### src/verilog/tmb_pkg.sv
`default_nettype none
package tmb_pkg;
  // register indices; byte address is four times the index
  localparam logic [7:0] IDX_CONTROL_PRIMARY   = 8'h00;
  localparam logic [7:0] IDX_CONTROL_SECONDARY = 8'h01;
  localparam logic [7:0] IDX_EVENT_CONTROL     = 8'h04;
  localparam logic [7:0] IDX_RUN_STATUS        = 8'h07;

  localparam logic [7:0] RST_CONTROL_PRIMARY   = 8'h00;
  localparam logic [7:0] RST_CONTROL_SECONDARY = 8'h00;
  localparam logic [7:0] RST_EVENT_CONTROL     = 8'h00;

  // writable bits; the rest read as zero
  localparam logic [7:0] MASK_CONTROL_PRIMARY   = 8'h7F;
  localparam logic [7:0] MASK_CONTROL_SECONDARY = 8'h77;
  localparam logic [7:0] MASK_EVENT_CONTROL     = 8'h51;

  localparam int STANDBY_RUN_BIT  = 6;
  localparam int CASCADE_BIT      = 5;
  localparam int RESTART_SYNC_BIT = 4;
  localparam int CLOCK_SOURCE_SELECT_MSB       = 3;
  localparam int CLOCK_SOURCE_SELECT_LSB       = 1;
  localparam int ENABLE_BIT       = 0;
  localparam int IMMEDIATE_BIT    = 6;
  localparam int PIN_INIT_BIT     = 5;
  localparam int PIN_ENABLE_BIT   = 4;
  localparam int MODE_MSB         = 2;
  localparam int MODE_LSB         = 0;
  localparam int FILTER_BIT       = 6;
  localparam int EDGE_BIT         = 4;
  localparam int SNAPSHOT_EVENT_INPUT_ENABLE_BIT       = 0;
  localparam int RUN_BIT          = 0;

  localparam logic [2:0] CLK_UNDIVIDED = 3'h0;
  localparam logic [2:0] CLK_HALF_RATE = 3'h1;
  localparam logic [2:0] CLK_COMPANION = 3'h2;
  localparam logic [2:0] CLK_EVENT     = 3'h7;

  localparam logic [2:0] MODE_PERIODIC   = 3'h0;
  localparam logic [2:0] MODE_WINDOW     = 3'h1;
  localparam logic [2:0] MODE_SNAPSHOT   = 3'h2;
  localparam logic [2:0] MODE_FREQUENCY  = 3'h3;
  localparam logic [2:0] MODE_PULSE      = 3'h4;
  localparam logic [2:0] MODE_FREQ_PULSE = 3'h5;
  localparam logic [2:0] MODE_ONE_SHOT   = 3'h6;
  localparam logic [2:0] MODE_WAVEFORM8  = 3'h7;

  localparam int FILTER_DELAY_CYCLES = 4;

  typedef enum logic [1:0] {FP_WAIT_FIRST, FP_FIRST_PHASE, FP_SECOND_PHASE} tmb_fp_state_t;

  function automatic logic [7:0] reg_addr(input logic [7:0] idx);
    return {idx[5:0], 2'b00};
  endfunction

  function automatic logic pick_edge(input logic edge_sel, input logic rise, input logic fall);
    return edge_sel ? fall : rise;
  endfunction
endpackage
`default_nettype wire

### src/verilog/tmb_clock_select.sv
`timescale 1ns/1ps
`default_nettype none
module tmb_clock_select
  import tmb_pkg::*;
(
  // clock and reset
  input  wire logic       i_clock,
  input  wire logic       i_rst_n,
  // selection
  input  wire logic       i_enable,
  input  wire logic [2:0] i_clock_source_select,
  // sources
  input  wire logic       i_companion_clock_en,
  input  wire logic       i_count_event,
  // count enable pulse
  output logic            o_tick
);
  logic half_phase;
  logic event_d;

  always_ff @(posedge i_clock or negedge i_rst_n) begin
    if (!i_rst_n) begin
      half_phase <= 1'b0;
    end else if (i_enable) begin
      half_phase <= ~half_phase;
    end else begin
      half_phase <= 1'b0;
    end
  end

  always_ff @(posedge i_clock or negedge i_rst_n) begin
    if (!i_rst_n) begin
      event_d <= 1'b0;
    end else begin
      event_d <= i_count_event;
    end
  end

  // undefined codes give no count at all
  always_comb begin
    case (i_clock_source_select)
      CLK_UNDIVIDED: o_tick = i_enable; // [RQ6]
      CLK_HALF_RATE: o_tick = i_enable & half_phase; // [RQ6]
      CLK_COMPANION: o_tick = i_enable & i_companion_clock_en; // [RQ6]
      CLK_EVENT:     o_tick = i_enable & i_count_event & ~event_d; // [RQ6]
      default:       o_tick = 1'b0;
    endcase
  end
endmodule
`default_nettype wire

### src/verilog/tmb_event_path.sv
`timescale 1ns/1ps
`default_nettype none
module tmb_event_path
  import tmb_pkg::*;
(
  // clock and reset
  input  wire logic i_clock,
  input  wire logic i_rst_n,
  // configuration
  input  wire logic i_cascade,
  input  wire logic i_filter,
  // event in, edges out
  input  wire logic i_event,
  output logic      o_rise,
  output logic      o_fall,
  output logic      o_raw_rise,
  output logic      o_raw_fall
);
  logic                           sample;
  logic                           sample_d;
  logic                           level;
  logic                           level_d;
  logic [FILTER_DELAY_CYCLES-1:0] hist;
  logic                           src;

  assign src = i_cascade ? sample_d : sample; // [RQ3]

  always_ff @(posedge i_clock or negedge i_rst_n) begin
    if (!i_rst_n) begin
      sample   <= 1'b0;
      sample_d <= 1'b0;
    end else begin
      sample   <= i_event;
      sample_d <= sample; // matches carry delay in a chained pair [RQ3]
    end
  end

  always_ff @(posedge i_clock or negedge i_rst_n) begin
    if (!i_rst_n) begin
      hist <= '0;
    end else begin
      hist <= {hist[FILTER_DELAY_CYCLES-2:0], src};
    end
  end

  // level moves only after five agreeing samples; runs on the undivided clock
  always_ff @(posedge i_clock or negedge i_rst_n) begin
    if (!i_rst_n) begin
      level   <= 1'b0;
      level_d <= 1'b0;
    end else begin
      if (!i_filter || hist == {FILTER_DELAY_CYCLES{src}}) begin
        level <= src; // [RQ12] [RQ13]
      end
      level_d <= level;
    end
  end

  assign o_rise     = level & ~level_d;
  assign o_fall     = ~level & level_d;
  assign o_raw_rise = i_event & ~sample;
  assign o_raw_fall = ~i_event & sample;
endmodule
`default_nettype wire

### src/verilog/tmb_timer_ctrl.sv
// Contract
// RQ1: standby-run bit keeps timer going in standby; otherwise it halts.
// RQ2: cascade bit enables chaining two timers for 32-bit counting; set on upper half.
// RQ3: cascade bit delays the capture event by one clock.
// RQ4: restart-sync bit restarts counter when companion timer restarts or overflows.
// RQ5: restart source is selected companion timer, else companion timer zero.
// RQ6: clock select picks undivided, half rate, companion clock or event edges.
// RQ7: timer runs only while the enable bit is one.
// RQ8: one-shot output rises at synced start, or at once with immediate bit.
// RQ9: pin initial level sets idle pin level, not in waveform or one-shot.
// RQ10: pin enable lets the waveform drive the pin; clear leaves it undriven.
// RQ11: mode field selects one of eight counting modes.
// RQ12: filter bit switches on the capture input noise canceller.
// RQ13: noise canceller adds four clock delay, independent of prescaler.
// RQ14: periodic and 8-bit waveform modes ignore capture events.
// RQ15: window check: selected edge starts counter, the other stops it.
// RQ16: snapshot mode captures count and interrupts on the selected edge.
// RQ17: frequency mode: selected edge captures, clears, restarts, interrupts.
// RQ18: pulse mode: one edge clears and restarts, the other captures and interrupts.
// RQ19: combined mode: clear, capture, then stop and interrupt on edge sequence.
// RQ20: one-shot: positive edge starts; either edge when edge-select is one.
// RQ21: capture events act only while snapshot input enable is set.
// RQ22: event source holds each event at least one clock, except immediate one-shot.
`timescale 1ns/1ps
`default_nettype none
module tmb_timer_ctrl
  import tmb_pkg::*;
(
  // clock and reset
  input  wire logic        i_clock,
  input  wire logic        i_rst_n,
  // apb slave
  input  wire logic        i_psel,
  input  wire logic        i_penable,
  input  wire logic        i_pwrite,
  input  wire logic [7:0]  i_paddr,
  input  wire logic [31:0] i_pwdata,
  output logic [31:0]      o_prdata,
  output logic             o_pready,
  output logic             o_pslverr,
  // power state
  input  wire logic        i_standby,
  // event network
  input  wire logic        i_capture_event,
  input  wire logic        i_count_event,
  // companion timer
  input  wire logic        i_companion_clock_en,
  input  wire logic        i_companion_restart,
  input  wire logic        i_companion_zero_restart,
  // counter datapath
  input  wire logic        i_count_at_top,
  input  wire logic        i_pwm_level,
  output logic             o_count_enable,
  output logic             o_count_clear,
  output logic             o_capture_load,
  output logic             o_capture_irq,
  output logic             o_run,
  // waveform pin
  output logic             o_wave_out,
  output logic             o_wave_oe
);
  logic [7:0]    control_primary;
  logic [7:0]    control_secondary;
  logic [7:0]    event_control;
  tmb_fp_state_t fp_state;
  logic          run;
  logic          shot_level;
  logic          idle_level;
  logic          tick;
  logic          ev_rise;
  logic          ev_fall;
  logic          raw_rise;
  logic          raw_fall;

  logic          enable;
  logic          awake;
  logic          active;
  logic          events_ok;
  logic [2:0]    mode;
  logic [2:0]    clock_source_select;
  logic          edge_sel;
  logic          sel_edge;
  logic          other_edge;
  logic          shot_trigger;
  logic          raw_trigger;
  logic          restart_src;
  logic          next_load;
  logic          next_clear;
  logic          next_irq;

  assign enable              = control_primary[ENABLE_BIT];
  assign clock_source_select = control_primary[CLOCK_SOURCE_SELECT_MSB:CLOCK_SOURCE_SELECT_LSB];
  assign mode                = control_secondary[MODE_MSB:MODE_LSB]; // [RQ11]
  assign edge_sel            = event_control[EDGE_BIT];
  assign awake  = ~i_standby | control_primary[STANDBY_RUN_BIT]; // [RQ1]
  assign active = enable & awake; // [RQ7]
  // events are ignored in modes that have no event action
  assign events_ok = active & event_control[SNAPSHOT_EVENT_INPUT_ENABLE_BIT] // [RQ21]
                     & (mode != MODE_PERIODIC) & (mode != MODE_WAVEFORM8); // [RQ14]
  assign sel_edge   = pick_edge(edge_sel, ev_rise, ev_fall);
  assign other_edge = pick_edge(edge_sel, ev_fall, ev_rise);
  assign shot_trigger = edge_sel ? (ev_rise | ev_fall) : ev_rise; // [RQ20]
  assign raw_trigger  = edge_sel ? (raw_rise | raw_fall) : raw_rise; // [RQ22]
  assign restart_src = (clock_source_select == CLK_COMPANION) ? i_companion_restart
                                                                : i_companion_zero_restart; // [RQ5]

  // upper half of a chained pair only differs by the event delay [RQ2]
  tmb_event_path u_event_path (
    .i_clock    (i_clock),
    .i_rst_n    (i_rst_n),
    .i_cascade  (control_primary[CASCADE_BIT]),
    .i_filter   (event_control[FILTER_BIT]),
    .i_event    (i_capture_event),
    .o_rise     (ev_rise),
    .o_fall     (ev_fall),
    .o_raw_rise (raw_rise),
    .o_raw_fall (raw_fall)
  );

  tmb_clock_select u_clock_select (
    .i_clock               (i_clock),
    .i_rst_n               (i_rst_n),
    .i_enable              (active),
    .i_clock_source_select (clock_source_select),
    .i_companion_clock_en  (i_companion_clock_en),
    .i_count_event         (i_count_event),
    .o_tick                (tick)
  );

  // apb: zero wait states, read data and error latched in the setup cycle
  always_ff @(posedge i_clock or negedge i_rst_n) begin
    if (!i_rst_n) begin
      o_pready  <= 1'b0;
      o_prdata  <= 32'h0000_0000;
      o_pslverr <= 1'b0;
    end else begin
      o_pready <= 1'b1;
      if (i_psel && !i_penable) begin
        o_pslverr <= 1'b0;
        o_prdata  <= 32'h0000_0000;
        if (i_paddr == reg_addr(IDX_CONTROL_PRIMARY)) begin
          o_prdata[7:0] <= control_primary;
        end else if (i_paddr == reg_addr(IDX_CONTROL_SECONDARY)) begin
          o_prdata[7:0] <= control_secondary;
        end else if (i_paddr == reg_addr(IDX_EVENT_CONTROL)) begin
          o_prdata[7:0] <= event_control;
        end else if (i_paddr == reg_addr(IDX_RUN_STATUS)) begin
          o_prdata[RUN_BIT] <= run;
          o_pslverr         <= i_pwrite;
        end else begin
          o_pslverr <= 1'b1;
        end
      end
    end
  end

  always_ff @(posedge i_clock or negedge i_rst_n) begin
    if (!i_rst_n) begin
      control_primary   <= RST_CONTROL_PRIMARY;
      control_secondary <= RST_CONTROL_SECONDARY;
      event_control     <= RST_EVENT_CONTROL;
    end else if (i_psel && i_penable && i_pwrite) begin
      if (i_paddr == reg_addr(IDX_CONTROL_PRIMARY)) begin
        control_primary <= i_pwdata[7:0] & MASK_CONTROL_PRIMARY;
      end else if (i_paddr == reg_addr(IDX_CONTROL_SECONDARY)) begin
        control_secondary <= i_pwdata[7:0] & MASK_CONTROL_SECONDARY;
      end else if (i_paddr == reg_addr(IDX_EVENT_CONTROL)) begin
        event_control <= i_pwdata[7:0] & MASK_EVENT_CONTROL;
      end
    end
  end

  // per-mode event actions
  always_comb begin
    next_load  = 1'b0;
    next_clear = 1'b0;
    next_irq   = 1'b0;
    if (events_ok) begin
      case (mode)
        MODE_SNAPSHOT: begin
          next_load = sel_edge; // [RQ16]
          next_irq  = sel_edge; // [RQ16]
        end
        MODE_FREQUENCY: begin
          next_load  = sel_edge; // [RQ17]
          next_clear = sel_edge; // [RQ17]
          next_irq   = sel_edge; // [RQ17]
        end
        MODE_PULSE: begin
          next_clear = sel_edge; // [RQ18]
          next_load  = other_edge; // [RQ18]
          next_irq   = other_edge; // [RQ18]
        end
        MODE_FREQ_PULSE: begin
          case (fp_state)
            FP_WAIT_FIRST:   next_clear = sel_edge; // [RQ19]
            FP_FIRST_PHASE:  next_load  = other_edge; // [RQ19]
            FP_SECOND_PHASE: next_irq   = sel_edge; // [RQ19]
            default:         next_irq   = 1'b0;
          endcase
        end
        MODE_WINDOW: next_clear = sel_edge & ~run;
        MODE_ONE_SHOT: next_clear = shot_trigger & ~run;
        default: next_load = 1'b0;
      endcase
    end
    if (active && control_primary[RESTART_SYNC_BIT] && restart_src) begin
      next_clear = 1'b1; // [RQ4]
    end
  end

  always_ff @(posedge i_clock or negedge i_rst_n) begin
    if (!i_rst_n) begin
      fp_state <= FP_WAIT_FIRST;
    end else if (!active || mode != MODE_FREQ_PULSE) begin
      fp_state <= FP_WAIT_FIRST;
    end else if (events_ok) begin
      case (fp_state)
        FP_WAIT_FIRST: begin
          if (sel_edge) begin
            fp_state <= FP_FIRST_PHASE;
          end
        end
        FP_FIRST_PHASE: begin
          if (other_edge) begin
            fp_state <= FP_SECOND_PHASE;
          end
        end
        default: begin
          if (sel_edge) begin
            fp_state <= FP_WAIT_FIRST;
          end
        end
      endcase
    end
  end

  // run state; disabling or entering standby-halt drops it
  always_ff @(posedge i_clock or negedge i_rst_n) begin
    if (!i_rst_n) begin
      run <= 1'b0;
    end else if (!active) begin
      run <= 1'b0;
    end else begin
      case (mode)
        MODE_WINDOW: begin
          if (events_ok && sel_edge) begin
            run <= 1'b1; // [RQ15]
          end else if (events_ok && other_edge) begin
            run <= 1'b0; // [RQ15]
          end
        end
        MODE_FREQ_PULSE: begin
          if (events_ok && fp_state == FP_WAIT_FIRST && sel_edge) begin
            run <= 1'b1;
          end else if (events_ok && fp_state == FP_SECOND_PHASE && sel_edge) begin
            run <= 1'b0; // [RQ19]
          end
        end
        MODE_ONE_SHOT: begin
          if (events_ok && shot_trigger && !run) begin
            run <= 1'b1; // [RQ20]
          end else if (run && i_count_at_top) begin
            run <= 1'b0;
          end
        end
        default: run <= 1'b1;
      endcase
    end
  end

  // one-shot pin: immediate mode reacts to the unsynchronised edge, two cycles early with neither cascade nor filter set
  always_ff @(posedge i_clock or negedge i_rst_n) begin
    if (!i_rst_n) begin
      shot_level <= 1'b0;
    end else if (!active || mode != MODE_ONE_SHOT) begin
      shot_level <= 1'b0;
    end else if (control_secondary[IMMEDIATE_BIT] && events_ok && raw_trigger) begin
      shot_level <= 1'b1; // [RQ8]
    end else if (events_ok && shot_trigger && !run) begin
      shot_level <= 1'b1; // [RQ8]
    end else if (run && i_count_at_top) begin
      shot_level <= 1'b0;
    end
  end

  // idle pin level is loaded only while the timer is off
  always_ff @(posedge i_clock or negedge i_rst_n) begin
    if (!i_rst_n) begin
      idle_level <= 1'b0;
    end else if (!enable) begin
      idle_level <= control_secondary[PIN_INIT_BIT]; // [RQ9]
    end
  end

  always_ff @(posedge i_clock or negedge i_rst_n) begin
    if (!i_rst_n) begin
      o_wave_out <= 1'b0;
      o_wave_oe  <= 1'b0;
    end else begin
      o_wave_oe <= control_secondary[PIN_ENABLE_BIT]; // [RQ10]
      if (mode == MODE_ONE_SHOT) begin
        o_wave_out <= shot_level;
      end else if (mode == MODE_WAVEFORM8) begin
        o_wave_out <= i_pwm_level;
      end else begin
        o_wave_out <= idle_level; // [RQ9]
      end
    end
  end

  always_ff @(posedge i_clock or negedge i_rst_n) begin
    if (!i_rst_n) begin
      o_count_enable <= 1'b0;
      o_count_clear  <= 1'b0;
      o_capture_load <= 1'b0;
      o_capture_irq  <= 1'b0;
      o_run          <= 1'b0;
    end else begin
      o_count_enable <= active & run & tick; // [RQ1] [RQ7]
      o_count_clear  <= next_clear;
      o_capture_load <= next_load;
      o_capture_irq  <= next_irq;
      o_run          <= run;
    end
  end
endmodule
`default_nettype wire
### config.mk
export PLATFORM = sky130hd
export DESIGN_NAME = tmb_timer_ctrl
export DESIGN_NICKNAME = d
export VERILOG_FILES = /design/src/verilog/tmb_pkg.sv /design/src/verilog/tmb_clock_select.sv /design/src/verilog/tmb_event_path.sv /design/src/verilog/tmb_timer_ctrl.sv
export SDC_FILE = /design/constraint.sdc
export NUM_CORES = 1
export LEC_CHECK = 0
export BUFFER_PORTS_ARGS = -buffer_cell sky130_fd_sc_hd__buf_2
export CORE_UTILIZATION = 49
export DETAILED_ROUTE_END_ITERATION = 8
export PLACE_DENSITY = 0.85
export RECOVER_POWER = 25
export SYNTH_ARGS = -nofsm -noshare
export SYNTH_HDL_FRONTEND = slang
export SYNTH_SLANG_ARGS = --single-unit
### constraint.sdc
create_clock -name i_clock -period 1.9 [get_ports i_clock]
set_input_delay 0.38 -clock i_clock [delete_from_list [all_inputs] [get_ports i_clock]]
set_output_delay 0.38 -clock i_clock [all_outputs]
set_load 0.005 [all_outputs]
==> results by stage <==
Place:
- The cell count after placement is between 300 and 400.
- Detailed placement finished with a half-perimeter wire length of just under 4 mm.
- In this run the tool buffered the top-level ports with 43 buffer cells.
- Routability-driven placement finished with a final weighted congestion of slightly above 0.9.

Run status:
- The run finished with clean final reports.

Critical path:
- The signal arrival time at the worst endpoint is 2.03 ns.
- The worst register-to-register path has a depth of 6.
- The worst reg2reg path startpoint is u_event_path.level.
- The class of the most critical setup path is in -> reg.
- In this run the register-to-register setup slack is about 0.090 ns.
- The type of origin of the critical path is a primary input.
- The biggest fanout along the worst timing path is 3.
- The worst setup path is captured at a flip-flop.
- The endpoint of the worst-slack reg-to-reg timing path is fp_state[0].
- At the worst endpoint, the required time is between 2 and 2.5 ns.

Timing:
- The worst setup skew after layout is around 0.0031 ns.
- For the pin with the worst max-slew slack, the measured transition is 0.922 ns.
- The number of slew-limit violations in the final report was 0.
- The worst slew slack as a fraction of its limit is around two fifths.
- The smallest clock period supported by the final layout is computed as between 1.5 and 2 ns.
- Setup repair after global routing left no endpoint under its margin.
- The total of endpoints with negative setup slack in the final report is 0.
- Timing would allow up to between 500 and 600 MHz.
- The setup TNS is 0 ns.
- The worst path uses between 90% and 100% of the clock period.
- The final count of hold timing violations came to 0.

Worst hold path:
- The destination of the worst hold path is u_clock_select.event_d.
- In this run the worst hold path is classified as in -> reg.
- Counting instances, the worst hold path has a depth of 1.
- The startpoint identified for the worst hold timing path is i_count_event.

Synth:
- The count of synthesis-stage warnings from yosys is 0.
- The cell area that synthesis handed to floorplanning was 0.00252 mm^2.
- Of the synthesized area, sequential elements account for a little under half.
- For this run, asynchronously set or reset flops after synthesis account for 100%.
- The post-synthesis cell type count is 46.
- The number of cells produced by synthesis is 242.
- The most used flip-flop cell after synthesis is sky130_fd_sc_hd__dfrtp_1.
- The register bit count reported by yosys is between 40 and 50.
- The number of enable flip-flop cells after synthesis is 0.
- Each instance of the synthesized netlist takes up on average between 10 and 15 um^2.

Layout:
- The number of nets in the layout is ~360.
- The flip-flop and latch area is around 0.0012 mm^2.
- From synthesis to final layout, the design area changed by 17.1%.
- Summing all multi-input logic gate instances after layout gives between 0.001 and 0.0015 mm^2.
- Excluding fillers, the count of instances in the completed layout stands at around 370.
- The final-layout fill cell count is approximately 400.
- The antenna cell count is 0.
- Of the cells placed in the final design, the portion with a size suffix greater than 1 is about 29%.

Die:
- The floorplan step set the die height to 73.7 um.
- Row generation in the floorplan step produced 25 rows.
- During I/O placement, the number of pins put on the boundary was between 90 and 100.
- The floorplan core area is 0.00482 mm^2.
- The overall die width is ~74 um.
- The die covers roughly 0.0054 mm^2.
- Once the floorplan was initialized, standard cells occupied a little over half of the core.

Clock network:
- TritonCTS built the clock tree.
- The post-CTS clock slew at the launch and capture registers of the worst setup and hold paths is roughly 0.08 ns.
- The H-tree was split into 2 levels.
- The clock latency at the later pin of the worst-skew pair is approximately 0.3 ns.
- The clock sink total is 47.
- The deepest clock path buffer count is 2.
- The cell sitting at the root of the clock tree is a sky130_fd_sc_hd__clkbuf_8.
- The total clock buffers created by CTS is 5.

Global routing:
- The first global-routing pass estimated 9.01 mm of wire.
- After global routing the overflow that remains totals 0.
- The pin count of the biggest net entering global routing is 32.
- The initial antenna violation count is 0.
- Across every metal layer, demand over resource in global routing totals around 22%.
- The number of global-route vias before repair came to 1888.

Power and ir drop:
- The largest voltage drop on the vdd net is ~460 uV.
- For this design the static power due to leakage is around 1.4 nW.
- Dividing total power by cell area gives a power density of between 600 and 700 mW/mm^2.

Drt:
- The number of detailed-route iterations in the first pass is 4.
- The post-route DRC violation count is 0.
- The detailed router finished its first iteration with between 150 and 200 violations.
- After detailed routing, the average wire length per cell comes to ~15 um.
- After detailed routing, the total wire length is between 5 and 6 mm.
- Across all layers, the routed design uses between 1500 and 2000 vias.
- The mean number of vias per cell is 5.34.
- The detail route stage leaves a number of antenna-violating nets equal to 0.

Job:
- The number of maximum-capacitance violations is 0.
-- state kept, by name, summed over array words and instances, names as in the netlist, 2 cells and up --
name	flops
control_secondary	6
event_control	3
control_primary	7
fp_state	2
o_prdata	7
u_event_path.hist	4
-- final cells by class --
type | count | share of cell area [%]
inverters | 10 | 1.27
clock inverters | 2 | 1.27
multi-input cells | 174 | 40.0
flip-flops and latches | 47 | 39.9
well taps | 67 | 2.84
repair buffers | 62 | 12.4
clock buffers | 5 | 2.33
-- kinds of logic (layout without fill, tap and decap cells) --
logic type / count (synthesis) / after routing / synth area share, %
simple gates: 69 / 69 / 15.8
compound gates: 48 / 48 / 13.2
flops: 47 / 47 / 46.7
buf+inv: 45 / 79 / 10.4
mux: 27 / 27 / 11.6
fa+ha+maj: 4 / 4 / 1.99
other cells: 2 / 26 / 0.298
-- metrics by stage --
step | area (um^2) | power, mW | setup slack [ns] | utilization (%) | hold WS (ns)
after floorplan | 2610 | 1.17 | -0.0704 | - | 0.0844
after global placement | 2830 | 1.21 | -0.167 | 58.7 | 0.326
after detailed placement | 2830 | 1.22 | -0.244 | 58.7 | 0.328
after CTS | 2950 | 1.93 | 0.0386 | 61.1 | 0.194
after global routing | 2950 | 2.01 | 0.00704 | 61.2 | 0.183
final | 2950 | 1.93 | 0.0597 | 61.2 | 0.200
-- repair_timing --
item,in CTS,in global routing
endpoints found under the hold margin,4,0
resized for setup,0,2
hold buffers,1,0
setup buffers,0,0
endpoints found under the setup margin,0,2
-- cell usage after synthesis, drive strengths merged (2+ instances only) --
library cell  number  area (um^2)
or3                2         12.5
mux2              17          191
ha                 4         50.1
o22ai              3         18.8
nand4              4         25.0
o21a               4         30.0
mux2i             10          100
a31oi              2         12.5
nand2             18         67.6
clkbuf            10         37.5
inv               10         37.5
o31ai              5         37.5
o41ai              2         17.5
dfrtp             47         1180
nand4b             2         17.5
nor2               8         30.0
o21ai              7         35.0
a211o              2         17.5
nor4b              2         17.5
nor2b              5         31.3
nor4               2         33.8
buf               25          188
nand3b             2         15.0
nor3               2         10.0
conb               2         7.51
nand3              7         35.0
a2111oi            2         17.5
a21oi             11         55.1
nand2b             9         56.3
-- layout by cell type, fill, tap and decap left out, types with 2 or more instances in the layout --
cell	count
sky130_fd_sc_hd__nor4b_1	2
sky130_fd_sc_hd__o31ai_1	5
sky130_fd_sc_hd__o22ai_1	3
sky130_fd_sc_hd__nand4_1	4
sky130_fd_sc_hd__dfrtp_1	47
sky130_fd_sc_hd__o21a_1	4
sky130_fd_sc_hd__nand3_1	7
sky130_fd_sc_hd__buf_2	41
sky130_fd_sc_hd__nor2_1	8
sky130_fd_sc_hd__clkbuf_8	5
sky130_fd_sc_hd__nand2_1	18
sky130_fd_sc_hd__nor3_1	2
sky130_fd_sc_hd__a211o_1	2
sky130_fd_sc_hd__a31oi_1	2
sky130_fd_sc_hd__clkbuf_1	3
sky130_fd_sc_hd__nor4_4	2
sky130_fd_sc_hd__nand3b_1	2
sky130_fd_sc_hd__inv_1	10
sky130_fd_sc_hd__ha_1	4
sky130_fd_sc_hd__nor2b_1	5
sky130_fd_sc_hd__conb_1	26
sky130_fd_sc_hd__nand2b_1	9
sky130_fd_sc_hd__o21ai_0	7
sky130_fd_sc_hd__a21oi_1	11
sky130_fd_sc_hd__mux2_2	17
sky130_fd_sc_hd__mux2i_1	10
sky130_fd_sc_hd__buf_4	16
sky130_fd_sc_hd__o41ai_1	2
sky130_fd_sc_hd__nand4b_1	2
sky130_fd_sc_hd__or3_1	2
-- critical path, stage by stage --
cell and delay [ns]:
sky130_fd_sc_hd__buf_2 0.12, sky130_fd_sc_hd__nor4_4 0.30, sky130_fd_sc_hd__or3b_4 0.45, sky130_fd_sc_hd__nor4_4 0.26, sky130_fd_sc_hd__buf_4 0.18, sky130_fd_sc_hd__mux2_2 0.34
-- how the worst max path moves through the flow --
stage,from,endpoint,slack (ns),cells past startpoint
2_1_floorplan,i_paddr[1],control_primary[0],-0.07,4
3_3_place_gp,i_paddr[1],control_primary[6],-0.17,6
3_5_place_dp,i_paddr[1],control_primary[0],-0.24,6
4_1_cts,i_paddr[1],control_primary[0],0.04,6
5_1_grt,u_event_path.level,fp_state[0],0.007,6
6_report,i_paddr[1],control_primary[2],0.06,6
-- layer usage --
metal  up-vias  track usage [%]  wire, um
li1        934                -         -
met1       953             31.5      2460
met2        65             35.2      2630
met3         7             4.25       242
met4         0             7.69        85
met5         -                0         0
-- where the power goes --
group / internal (mW) / switching (mW)
logic: 0.0669 / 0.103
registers: 1.02 / 0.0165
clock network: 0.385 / 0.336
total: 1.47 / 0.455
No activity file was read; power rests on OpenSTA's default activity.
